### config.mk
export PLATFORM = sky130hd
export DESIGN_NAME = csda_core
export DESIGN_NICKNAME = d
export VERILOG_FILES = /design/src/pkg/csda_pkg.sv /design/src/hw/csda_nibble_adj.sv /design/src/hw/csda_core.sv
export VERILOG_INCLUDE_DIRS = /design/src /design/src/pkg
export SDC_FILE = /design/constraint.sdc
export NUM_CORES = 1
export LEC_CHECK = 0
export BUFFER_PORTS_ARGS = -buffer_cell sky130_fd_sc_hd__buf_2
export CAP_MARGIN = 20
export CORE_MARGIN = 2
export CORE_UTILIZATION = 25
export CTS_BUF_LIST = sky130_fd_sc_hd__clkbuf_8
export DETAILED_ROUTE_END_ITERATION = 12
export GPL_TIMING_DRIVEN = 0
export PLACE_DENSITY_LB_ADDON = 0.12
export SLEW_MARGIN = 10
export SYNTH_ARGS = -nofsm -noshare
export SYNTH_HDL_FRONTEND = slang
export SYNTH_SLANG_ARGS = --single-unit
### constraint.sdc
create_clock -name pclk -period 2 [get_ports pclk]
set_input_delay 0.4 -clock pclk [delete_from_list [all_inputs] [get_ports pclk]]
set_output_delay 0.4 -clock pclk [all_outputs]
set_load 0.005 [all_outputs]
### src/pkg/csda_cfg.svh
// offsets, field positions, reset values and encodings of the compare-skip / decimal adjust block
`ifndef CSDA_CFG_SVH
`define CSDA_CFG_SVH

// ----------------------------------------------------------------
// register byte offsets
// ----------------------------------------------------------------
`define CSDA_OFF_CTRL     12'h000
`define CSDA_OFF_INSTR    12'h004
`define CSDA_OFF_WORK     12'h008
`define CSDA_OFF_STATUS   12'h00c
`define CSDA_OFF_BANK     12'h010
`define CSDA_OFF_INDEX    12'h014
`define CSDA_OFF_RESULT   12'h018

// ----------------------------------------------------------------
// field positions
// ----------------------------------------------------------------
`define CSDA_CTRL_EXT     0
`define CSDA_CTRL_TWO     1
`define CSDA_STAT_C       0
`define CSDA_STAT_DC      1
`define CSDA_INSTR_BUSY   16
`define CSDA_RES_SKIP     0
`define CSDA_RES_CYC_LSB  1
`define CSDA_RES_BAD      3
`define CSDA_RES_EA_LSB   16

// ----------------------------------------------------------------
// reset values
// ----------------------------------------------------------------
`define CSDA_RST_WORK     8'h00
`define CSDA_RST_BANK     4'h0
`define CSDA_RST_INDEX    12'h000

// ----------------------------------------------------------------
// opcode encodings, upper seven bits of compare words, whole word for decimal adjust
// ----------------------------------------------------------------
`define CSDA_OP_LT        7'h30
`define CSDA_OP_EQ        7'h31
`define CSDA_OP_GT        7'h32
`define CSDA_OP_DAA       16'h0007

// ----------------------------------------------------------------
// addressing and correction constants
// ----------------------------------------------------------------
`define CSDA_INDEX_LIMIT  8'h5f
`define CSDA_ACCESS_HIGH  4'hf
`define CSDA_ACCESS_LOW   4'h0
`define CSDA_BCD_MAX      4'h9
`define CSDA_BCD_FIX      4'h6
`define CSDA_NOP_ONE      2'h1
`define CSDA_NOP_TWO      2'h2
`define CSDA_CYC_ONE      2'h1

`endif

### src/pkg/csda_pkg.sv
// types shared by the compare-skip / decimal adjust block
`default_nettype none
package csda_pkg;

    // execution sequencer states, one-hot
    typedef enum logic [5:0] {
        CSDA_ST_IDLE = 6'b000001,
        CSDA_ST_Q1   = 6'b000010,
        CSDA_ST_Q2   = 6'b000100,
        CSDA_ST_Q3   = 6'b001000,
        CSDA_ST_Q4   = 6'b010000,
        CSDA_ST_NOP  = 6'b100000
    } csda_state_t;

    // decoded instruction kind, one-hot
    typedef enum logic [4:0] {
        CSDA_K_LT  = 5'b00001,
        CSDA_K_EQ  = 5'b00010,
        CSDA_K_GT  = 5'b00100,
        CSDA_K_DAA = 5'b01000,
        CSDA_K_BAD = 5'b10000
    } csda_kind_t;

endpackage : csda_pkg
`default_nettype wire

### src/hw/csda_nibble_adj.sv
// one decimal-adjust nibble corrector
`timescale 1ns/1ns
`default_nettype none
`include "csda_cfg.svh"
module csda_nibble_adj
(
    input  wire logic [3:0] nib_in,     // nibble before correction
    input  wire logic       force_fix,  // carry flag that forces correction
    output logic      [3:0] nib_out,    // nibble after correction
    output logic            fixed       // correction applied
);

    // correct when the digit is out of range or the carry says so
    always_comb
    begin
        fixed   = (nib_in > `CSDA_BCD_MAX) || force_fix;
        nib_out = fixed ? 4'(nib_in + `CSDA_BCD_FIX) : nib_in;
    end

endmodule : csda_nibble_adj
`default_nettype wire

### src/hw/csda_core.sv
// compare-and-skip and decimal adjust execution unit with apb register access
//
// Register access over APB and the address map were chosen for this implementation.
`timescale 1ns/1ns
`default_nettype none
`include "csda_cfg.svh"
module csda_core
    import csda_pkg::*;
#(
    parameter int ADDR_W = 12,  // data memory address width
    parameter int BANK_W = 4    // bank select width
)
(
    input  wire logic              pclk,         // core clock, one q phase per edge
    input  wire logic              presetn,      // asynchronous reset, active low
    input  wire logic              psel,         // apb select
    input  wire logic              penable,      // apb access phase
    input  wire logic              pwrite,       // apb direction
    input  wire logic [11:0]       paddr,        // apb byte address
    input  wire logic [31:0]       pwdata,       // apb write data
    output logic      [31:0]       prdata,       // apb read data
    output logic                   pready,       // apb ready
    output logic                   pslverr,      // apb error
    output logic      [ADDR_W-1:0] file_addr,    // data memory address
    output logic                   file_rd,      // data memory read strobe, q2
    input  wire logic [7:0]        file_rdata,   // data memory read data, valid in q3
    output logic      [3:0]        q_phase,      // active q phase, one-hot
    output logic                   nop_cycle,    // discarded fetch executing as no-op
    output logic                   busy          // instruction in progress
);

    // ----------------------------------------------------------------
    // elaboration checks
    // ----------------------------------------------------------------
    if (ADDR_W != BANK_W + 8)
    begin : g_bad_width
        $error("address width must be bank width plus eight");
    end

    // ----------------------------------------------------------------
    // declarations
    // ----------------------------------------------------------------
    csda_state_t             state_r;        // sequencer state
    csda_state_t             state_nxt;      // next sequencer state
    csda_kind_t              kind_r;         // decoded instruction kind
    logic [15:0]             instr_r;        // instruction word under execution
    logic                    ext_en_r;       // extended instruction set enabled
    logic                    two_word_r;     // prefetched instruction is two-word
    logic [7:0]              work_r;         // working_register
    logic                    carry_r;        // carry flag
    logic                    dcarry_r;       // digit_carry_flag
    logic [BANK_W-1:0]       bank_r;         // bank_select_register
    logic [ADDR_W-1:0]       index_r;        // index base for literal offset mode
    logic                    skip_r;         // compare decided to skip
    logic [1:0]              nop_left_r;     // no-op instruction cycles remaining
    logic [1:0]              cycles_r;       // instruction cycles of last instruction
    logic                    bad_r;          // last opcode not recognised
    logic [7:0]              daa_op_r;       // working register copy read in q2
    logic [7:0]              daa_res_r;      // adjusted value from q3
    logic                    daa_c_r;        // carry from q3
    logic [31:0]             rd_mux;         // readback selection
    logic                    addr_ok;        // mapped offset
    logic                    wr_ro;          // write to read-only register
    logic                    apb_setup;      // setup phase of a transfer
    logic                    wr_ok;          // accepted write this edge
    logic                    start;          // instruction written
    logic [7:0]              f_lit;          // file address field
    logic [ADDR_W-1:0]       ea;             // effective data address
    logic [8:0]              diff;           // file minus working register
    logic                    cmp_skip;       // compare condition met
    logic [3:0]              lo_adj;         // corrected low nibble
    logic [3:0]              hi_adj;         // corrected high nibble
    logic                    lo_fix;         // low nibble corrected
    logic                    hi_fix;         // high nibble corrected

    // ----------------------------------------------------------------
    // apb slave
    // ----------------------------------------------------------------
    assign apb_setup = psel & ~penable;
    assign wr_ok     = psel & penable & pready & pwrite & ~pslverr;
    assign start     = wr_ok && (paddr == `CSDA_OFF_INSTR);

    // address decode and readback
    always_comb
    begin
        addr_ok = 1'b1;
        wr_ro   = 1'b0;
        rd_mux  = 32'h0000_0000;
        case (paddr)
            `CSDA_OFF_CTRL:
            begin
                rd_mux[`CSDA_CTRL_EXT] = ext_en_r;
                rd_mux[`CSDA_CTRL_TWO] = two_word_r;
            end
            `CSDA_OFF_INSTR:
            begin
                rd_mux[15:0]            = instr_r;
                rd_mux[`CSDA_INSTR_BUSY] = busy;
            end
            `CSDA_OFF_WORK:   rd_mux[7:0] = work_r;
            `CSDA_OFF_STATUS:
            begin
                rd_mux[`CSDA_STAT_C]  = carry_r;
                rd_mux[`CSDA_STAT_DC] = dcarry_r;
            end
            `CSDA_OFF_BANK:   rd_mux[BANK_W-1:0] = bank_r;
            `CSDA_OFF_INDEX:  rd_mux[ADDR_W-1:0] = index_r;
            `CSDA_OFF_RESULT:
            begin
                rd_mux[`CSDA_RES_SKIP]                      = skip_r;
                rd_mux[`CSDA_RES_CYC_LSB+1:`CSDA_RES_CYC_LSB] = cycles_r;
                rd_mux[`CSDA_RES_BAD]                       = bad_r;
                rd_mux[`CSDA_RES_EA_LSB+ADDR_W-1:`CSDA_RES_EA_LSB] = file_addr;
                wr_ro = 1'b1;
            end
            default:          addr_ok = 1'b0;
        endcase
    end

    // no wait state: ready, data and error registered in the setup cycle
    always_ff @(posedge pclk or negedge presetn)
    begin
        if (!presetn)
        begin
            pready  <= 1'b0;
            pslverr <= 1'b0;
            prdata  <= 32'h0000_0000;
        end
        else
        begin
            pready  <= apb_setup;
            // unmapped, read-only target, or any write while executing
            pslverr <= apb_setup & (~addr_ok | (pwrite & (wr_ro | busy)));
            prdata  <= (apb_setup & ~pwrite & addr_ok) ? rd_mux : 32'h0000_0000;
        end
    end

    // ----------------------------------------------------------------
    // software configuration registers
    // ----------------------------------------------------------------
    always_ff @(posedge pclk or negedge presetn)
    begin
        if (!presetn)
        begin
            ext_en_r   <= 1'b0;
            two_word_r <= 1'b0;
            bank_r     <= `CSDA_RST_BANK;
            index_r    <= `CSDA_RST_INDEX;
        end
        else if (wr_ok)
        begin
            case (paddr)
                `CSDA_OFF_CTRL:
                begin
                    ext_en_r   <= pwdata[`CSDA_CTRL_EXT];
                    two_word_r <= pwdata[`CSDA_CTRL_TWO];
                end
                `CSDA_OFF_BANK:  bank_r  <= pwdata[BANK_W-1:0];
                `CSDA_OFF_INDEX: index_r <= pwdata[ADDR_W-1:0];
                default:         ;
            endcase
        end
    end

    // ----------------------------------------------------------------
    // instruction latch and decode
    // ----------------------------------------------------------------
    always_ff @(posedge pclk or negedge presetn)
    begin
        if (!presetn)
        begin
            instr_r <= 16'h0000;
            kind_r  <= CSDA_K_BAD;
        end
        else if (start)
        begin
            instr_r <= pwdata[15:0];
            if (pwdata[15:0] == `CSDA_OP_DAA)
                kind_r <= CSDA_K_DAA;
            else if (pwdata[15:9] == `CSDA_OP_LT)
                kind_r <= CSDA_K_LT;
            else if (pwdata[15:9] == `CSDA_OP_GT)
                kind_r <= CSDA_K_GT;
            else if (pwdata[15:9] == `CSDA_OP_EQ)
                kind_r <= CSDA_K_EQ;
            else
                kind_r <= CSDA_K_BAD;
        end
    end

    // ----------------------------------------------------------------
    // effective address
    // ----------------------------------------------------------------
    assign f_lit = instr_r[7:0];

    always_comb
    begin
        if (instr_r[8])
            ea = {bank_r, f_lit};
        else if (ext_en_r && (f_lit <= `CSDA_INDEX_LIMIT))
            ea = ADDR_W'(index_r + ADDR_W'(f_lit));
        else if (f_lit <= `CSDA_INDEX_LIMIT)
            ea = {`CSDA_ACCESS_LOW, f_lit};
        else
            ea = {`CSDA_ACCESS_HIGH, f_lit};
    end

    // ----------------------------------------------------------------
    // compare and decimal adjust datapath
    // ----------------------------------------------------------------
    assign diff = {1'b0, file_rdata} - {1'b0, work_r};

    // condition from the borrow and the zero test of the subtraction
    always_comb
    begin
        case (kind_r)
            CSDA_K_GT: cmp_skip = ~diff[8] & (diff[7:0] != 8'h00);
            CSDA_K_LT: cmp_skip = diff[8];
            CSDA_K_EQ: cmp_skip = (diff[7:0] == 8'h00);
            default:   cmp_skip = 1'b0;
        endcase
    end

    // low and high nibble correctors
    csda_nibble_adj u_lo
    (
        .nib_in    (daa_op_r[3:0]),
        .force_fix (dcarry_r),
        .nib_out   (lo_adj),
        .fixed     (lo_fix)
    );

    csda_nibble_adj u_hi
    (
        .nib_in    (daa_op_r[7:4]),
        .force_fix (carry_r),
        .nib_out   (hi_adj),
        .fixed     (hi_fix)
    );

    // ----------------------------------------------------------------
    // sequencer
    // ----------------------------------------------------------------
    always_comb
    begin
        state_nxt = state_r;
        case (state_r)
            CSDA_ST_IDLE: if (start) state_nxt = CSDA_ST_Q1;
            CSDA_ST_Q1:   state_nxt = CSDA_ST_Q2;
            CSDA_ST_Q2:   state_nxt = CSDA_ST_Q3;
            CSDA_ST_Q3:   state_nxt = CSDA_ST_Q4;
            CSDA_ST_Q4:   state_nxt = skip_r ? CSDA_ST_NOP : CSDA_ST_IDLE;
            CSDA_ST_NOP:
            begin
                // leave after the last q4 of the last no-op cycle
                if (q_phase[3] && (nop_left_r == `CSDA_NOP_ONE))
                    state_nxt = CSDA_ST_IDLE;
            end
            default:      state_nxt = CSDA_ST_IDLE;
        endcase
    end

    // state, phase and visible sequencing outputs
    always_ff @(posedge pclk or negedge presetn)
    begin
        if (!presetn)
        begin
            state_r   <= CSDA_ST_IDLE;
            q_phase   <= 4'h0;
            busy      <= 1'b0;
            nop_cycle <= 1'b0;
            file_rd   <= 1'b0;
            file_addr <= '0;
        end
        else
        begin
            state_r   <= state_nxt;
            busy      <= (state_nxt != CSDA_ST_IDLE);
            nop_cycle <= (state_nxt == CSDA_ST_NOP);
            // rotate q1..q4 while an instruction cycle runs
            if (state_nxt == CSDA_ST_IDLE)
                q_phase <= 4'h0;
            else if (state_nxt == CSDA_ST_Q1)
                q_phase <= 4'h1;
            else
                q_phase <= {q_phase[2:0], q_phase[3]};
            // only compares touch data memory, read in q2
            file_rd <= (state_nxt == CSDA_ST_Q2) && !kind_r[3] && !kind_r[4];
            if (state_r == CSDA_ST_Q1)
                file_addr <= ea;
        end
    end

    // ----------------------------------------------------------------
    // skip decision, no-op count and cycle tally
    // ----------------------------------------------------------------
    always_ff @(posedge pclk or negedge presetn)
    begin
        if (!presetn)
        begin
            skip_r     <= 1'b0;
            nop_left_r <= 2'h0;
            cycles_r   <= 2'h0;
            bad_r      <= 1'b0;
        end
        else
        begin
            if (state_r == CSDA_ST_Q1)
            begin
                skip_r   <= 1'b0;
                cycles_r <= `CSDA_CYC_ONE;
                bad_r    <= kind_r[4];
            end
            // process data: condition evaluated from the q3 read
            if (state_r == CSDA_ST_Q3)
                skip_r <= cmp_skip;
            if (state_r == CSDA_ST_Q4 && skip_r)
            begin
                nop_left_r <= two_word_r ? `CSDA_NOP_TWO : `CSDA_NOP_ONE;
                cycles_r   <= 2'(`CSDA_CYC_ONE + (two_word_r ? `CSDA_NOP_TWO : `CSDA_NOP_ONE));
            end
            else if (state_r == CSDA_ST_NOP && q_phase[3])
                nop_left_r <= 2'(nop_left_r - 2'h1);
        end
    end

    // ----------------------------------------------------------------
    // decimal adjust pipeline and flags
    // ----------------------------------------------------------------
    always_ff @(posedge pclk or negedge presetn)
    begin
        if (!presetn)
        begin
            daa_op_r  <= 8'h00;
            daa_res_r <= 8'h00;
            daa_c_r   <= 1'b0;
        end
        else
        begin
            // q2: read working register
            if (state_r == CSDA_ST_Q2)
                daa_op_r <= work_r;
            // q3: nibble correction, carry set only by a high fix
            if (state_r == CSDA_ST_Q3)
            begin
                daa_res_r <= {hi_adj, lo_adj};
                daa_c_r   <= hi_fix | carry_r;
            end
        end
    end

    // working register and flags; software writes are refused while busy
    always_ff @(posedge pclk or negedge presetn)
    begin
        if (!presetn)
        begin
            work_r   <= `CSDA_RST_WORK;
            carry_r  <= 1'b0;
            dcarry_r <= 1'b0;
        end
        else if (state_r == CSDA_ST_Q4 && kind_r == CSDA_K_DAA)
        begin
            // q4: write back, digit carry untouched
            work_r  <= daa_res_r;
            carry_r <= daa_c_r;
        end
        else if (wr_ok && paddr == `CSDA_OFF_WORK)
            work_r <= pwdata[7:0];
        else if (wr_ok && paddr == `CSDA_OFF_STATUS)
        begin
            carry_r  <= pwdata[`CSDA_STAT_C];
            dcarry_r <= pwdata[`CSDA_STAT_DC];
        end
    end

endmodule : csda_core
`default_nettype wire

==> impl_metrics.ini <==
[power_and_ir_drop]
p_sw_mw = 1.28
p_leak_nw = 3.95
ir_worst_vdd_uv = 361
power.share.clock = 0.473
combinationalPowerShare = 0.042
seq_power_share = 0.484
swShare = 0.242
p_total_mw = 5.30
internal_power_mw = 4.02
p_per_area_mw_per_mm2 = 645

[worst_setup_path]
critPathRequiredTime_ps = 2350
crit_fanout = 3
critical_path_class = flip-flop to flip-flop
reg2reg_from = work_r[2]$_DFFE_PN0N_
arrival_ps = 2570
worst_setup_path_start_kind = flip-flop
cp_top_family = compound AO/OA/AOI/OAI gates
ff2ff_path_depth = 9
cp_num_buf_inv = 1
cpMaxStageDelayCell = dfrtp_2
slowest_delay_ps = 430
r2r_end = skip_r$_DFFE_PN0P_
worst_setup_path_end_kind = flip-flop
rrSetupSlack_ps = -220
critical_path.cell_chain = inv_2 -> ha_4 -> o21ai_2 -> a21oi_2 -> o21a_1 -> or3_4 -> a221oi_4 -> mux2i_1 -> a221oi_1

[place]
place.gp.congestion = 0.790
pre_cts_slack_ps = -730
post_dp_cell_area_mm2 = 0.00721
dpl.hpwl_um = 14300
placed_cells = 1068
portBuffers = 88

[job]
drv_cap = 0

[route]
viasPerCell = 4.64
route.detailed.drc = 0
drtAntennaViolNets = 0
wire_per_inst_um = 17.1
drt_first_pass_iters = 5
drt-initial-drc-count = 283
dr_total_vias = 5247
finalWirelength_um = 19300

[timing]
fmax_mhz = 450
tightest_slew_ps = 674
setup_slack_ps = -221
timing.final.hold_violations = 0
setup_viol = 3
min_period_over_period = 1.11
slew_headroom = 0.548
layout_min_cycle_time_ps = 2220
maxSlewViolCount = 0
hold_slack_ps = 174
finClkSkew_ps = 10.7
grt_setup_unrepaired = true
setup_tns_ps = -310

[yosys]
yosys_warnings = 0
syn_inst = 646
synth-adder-area-share = 0.0410
synth_top_family_by_area = simple AND/OR/NAND/NOR gates
syn-mean-instance-area_um2 = 9.73
synth_compound_area_frac = 0.127
synthArstFlopShare = 1.00
synth_cell_types = 57
synth_seq_cells = 127
synth_edf_count = 0
synth_mux_area_frac = 0.0595
yosys.area_share.simple = 0.213
synth_seq_area_share = 0.506
synth_xor_area_frac = 0.0195
syn_area_mm2 = 0.00629
synth_ff_type = dfrtp_1

[worst_hold_path]
whs_path_depth = 3
min_to = instr_r[15]$_DFFE_PN0P_
min_from = pwdata[15]
min_path_type = input pin to flip-flop

[grt]
grt_max_degree = 75
antenna_found_initial = 0
grt.total_usage = 0.151
grt_pass1_wl_um = 30200
grt_remaining_overflow = 0
grt_pass1_vias = 5315

[finish]
nets = 864
fin_area_mm2 = 0.00823
nFillCells = 2643
area_growth_pct = 30.8
drive_above_1_share = 0.329
antenna_cells = 0
stdcell_count = 1130
fin_util = 0.330

[floorplan]
die_area_mm2 = 0.0264
placeableCoreArea_mm2 = 0.0250
die_y_um = 163
chipWidth_um = 163
num_rows = 58
initial_core_util = 0.252
io_pins = 110

[cts]
numCtsBuffers = 17
htree_levels = 4
insertion_delay_ps = 450
tritoncts = built
clockBufferDepth = 2
cts.sinks = 127
clkTransAtPathRegs_ps = 80
root_buffer = clkbuf_8

[outcome]
violations = setup timing
status = complete, but fails checks
[worst register-to-register path: cells and delay by family, from the launching register on]
| family | cells | cell delay, ps |
|---|---|---|
| muxes | 1 | 110 |
| AOI/OAI and AO/OA | 5 | 940 |
| buffers and inverters | 1 | 90 |
| adders and majority gates | 1 | 210 |
| DFF | 1 | 430 |
| and+or+nand+nor | 1 | 340 |
[cells in the final DEF, fill, tap and decap left out, types with 5 or more instances in the layout]
cell      synthesis  layout
xor2_1            5       5
clkbuf_2          1       7
nand3_1           6       6
inv_1            24      18
nor3_1           15      11
o21ai_1           0       6
buf_2             3      88
nand2_1         128     126
clkbuf_1         15       8
inv_2             0       5
mux2i_1          16      16
o21ai_2           8      12
ha_1             19      11
nor2_1           51      47
buf_4             5      32
dfrtp_1         125     118
clkbuf_8          0      17
a222oi_1          5       5
ha_4              0       7
a21oi_1          29      23
dfrtp_2           0       7
mux2_2           19      19
and3_1           20      20
o21ai_0          43      33
a22oi_1          11      11
a21oi_2           0       6
buf_6             0       5
o21a_1            5       5
and2_1            7       5
nand3b_1          6       6
xnor2_1           9       9
nand2b_1          7       6
[Yosys cell counts, drive strengths merged, types with 2 or more instances]
master	count	share of area
nand2	128	0.076
dfrtp	125	0.50
nor2	51	0.030
o21ai	51	0.045
a21oi	29	0.023
inv	24	0.014
and3	20	0.020
ha	19	0.038
mux2	19	0.034
nor3	17	0.016
clkbuf	16	0.0097
mux2i	16	0.025
a22oi	11	0.013
nor4	9	0.016
xnor2	9	0.013
buf	8	0.0084
and2	7	0.0070
nand2b	7	0.0070
nand3	7	0.0076
nand3b	6	0.0072
a222oi	5	0.0080
a31oi	5	0.0050
nor2b	5	0.0050
o21a	5	0.0060
xor2	5	0.0070
a211oi	4	0.0048
a221oi	4	0.0066
nand4	4	0.0040
nand4b	4	0.0056
a21o	3	0.0036
nor3b	3	0.0036
dfstp	2	0.0084
o41ai	2	0.0028
or3	2	0.0020
[worst max path at each step]
stage / start / end / depth (start not counted)
global route: work_r[2]$_DFFE_PN0N_ / skip_r$_DFFE_PN0P_ / 9
detailed placement: paddr[7] / prdata[4]$_DFF_PN0_ / 8
CTS: work_r[2]$_DFFE_PN0N_ / skip_r$_DFFE_PN0P_ / 9
global placement: presetn / prdata[11]$_DFF_PN0_ / 1
floorplan: file_rdata[1] / skip_r$_DFFE_PN0P_ / 8
finish: work_r[2]$_DFFE_PN0N_ / skip_r$_DFFE_PN0P_ / 9
[state kept, by name, summed over array words and instances, names as in the netlist, 2 cells and up]
name / cells
kind_r: 5
instr_r: 16
prdata: 28
nop_left_r: 2
state_r: 6
work_r: 8
index_r: 12
file_addr: 12
bank_r: 4
daa_op_r: 8
daa_res_r: 8
q_phase: 4
cycles_r: 2
[routing by layer]
layer	up-vias	GRT usage	wire, um
met5	-	0	0
met3	26	0.0328	884
met4	0	0.0483	378
li1	2540	-	-
met1	2558	0.197	8910
met2	123	0.249	9140
[power by group through the flow]
stage          logic, mW  registers, mW  clock network (mW)
6_report           0.224           2.57                2.51
5_1_grt            0.251           2.57                2.71
4_1_cts            0.227           2.57                2.60
3_5_place_dp       0.211           2.62                   0
3_3_place_gp       0.197           2.62                   0
2_1_floorplan     0.0642           2.62                   0
[cell type report]
cell class              count  area, um^2  share of cell area
repair buffers            120         729              0.0887
multi-input cells         473        3230               0.392
flip-flops and latches    127        3190               0.388
plain buffers              23         130              0.0158
clock inverters            15         208              0.0252
inverters                  25        97.6              0.0119
clock buffers              17         234              0.0284
well taps                 330         413              0.0502
[cell families (layout without fill, tap and decap cells)]
| group | Yosys count | count (layout) |
|---|---|---|
| AO/OA/AOI/OAI | 126 | 126 |
| XOR/XNOR | 14 | 14 |
| adder cells (fa/ha/maj) | 20 | 20 |
| buffers and inverters | 49 | 200 |
| flip-flops | 127 | 127 |
| multiplexers | 35 | 35 |
| other | 1 | 4 |
| AND/OR/NAND/NOR | 274 | 274 |
[repair_timing]
action	in CTS	in global routing
endpoints found under the setup margin	78	67
gates resized for setup	47	44
hold buffers	1	0
pin swaps	18	18
endpoints found under the hold margin	52	0
buffers inserted	24	7
No activity file was read; power rests on OpenSTA's default activity.
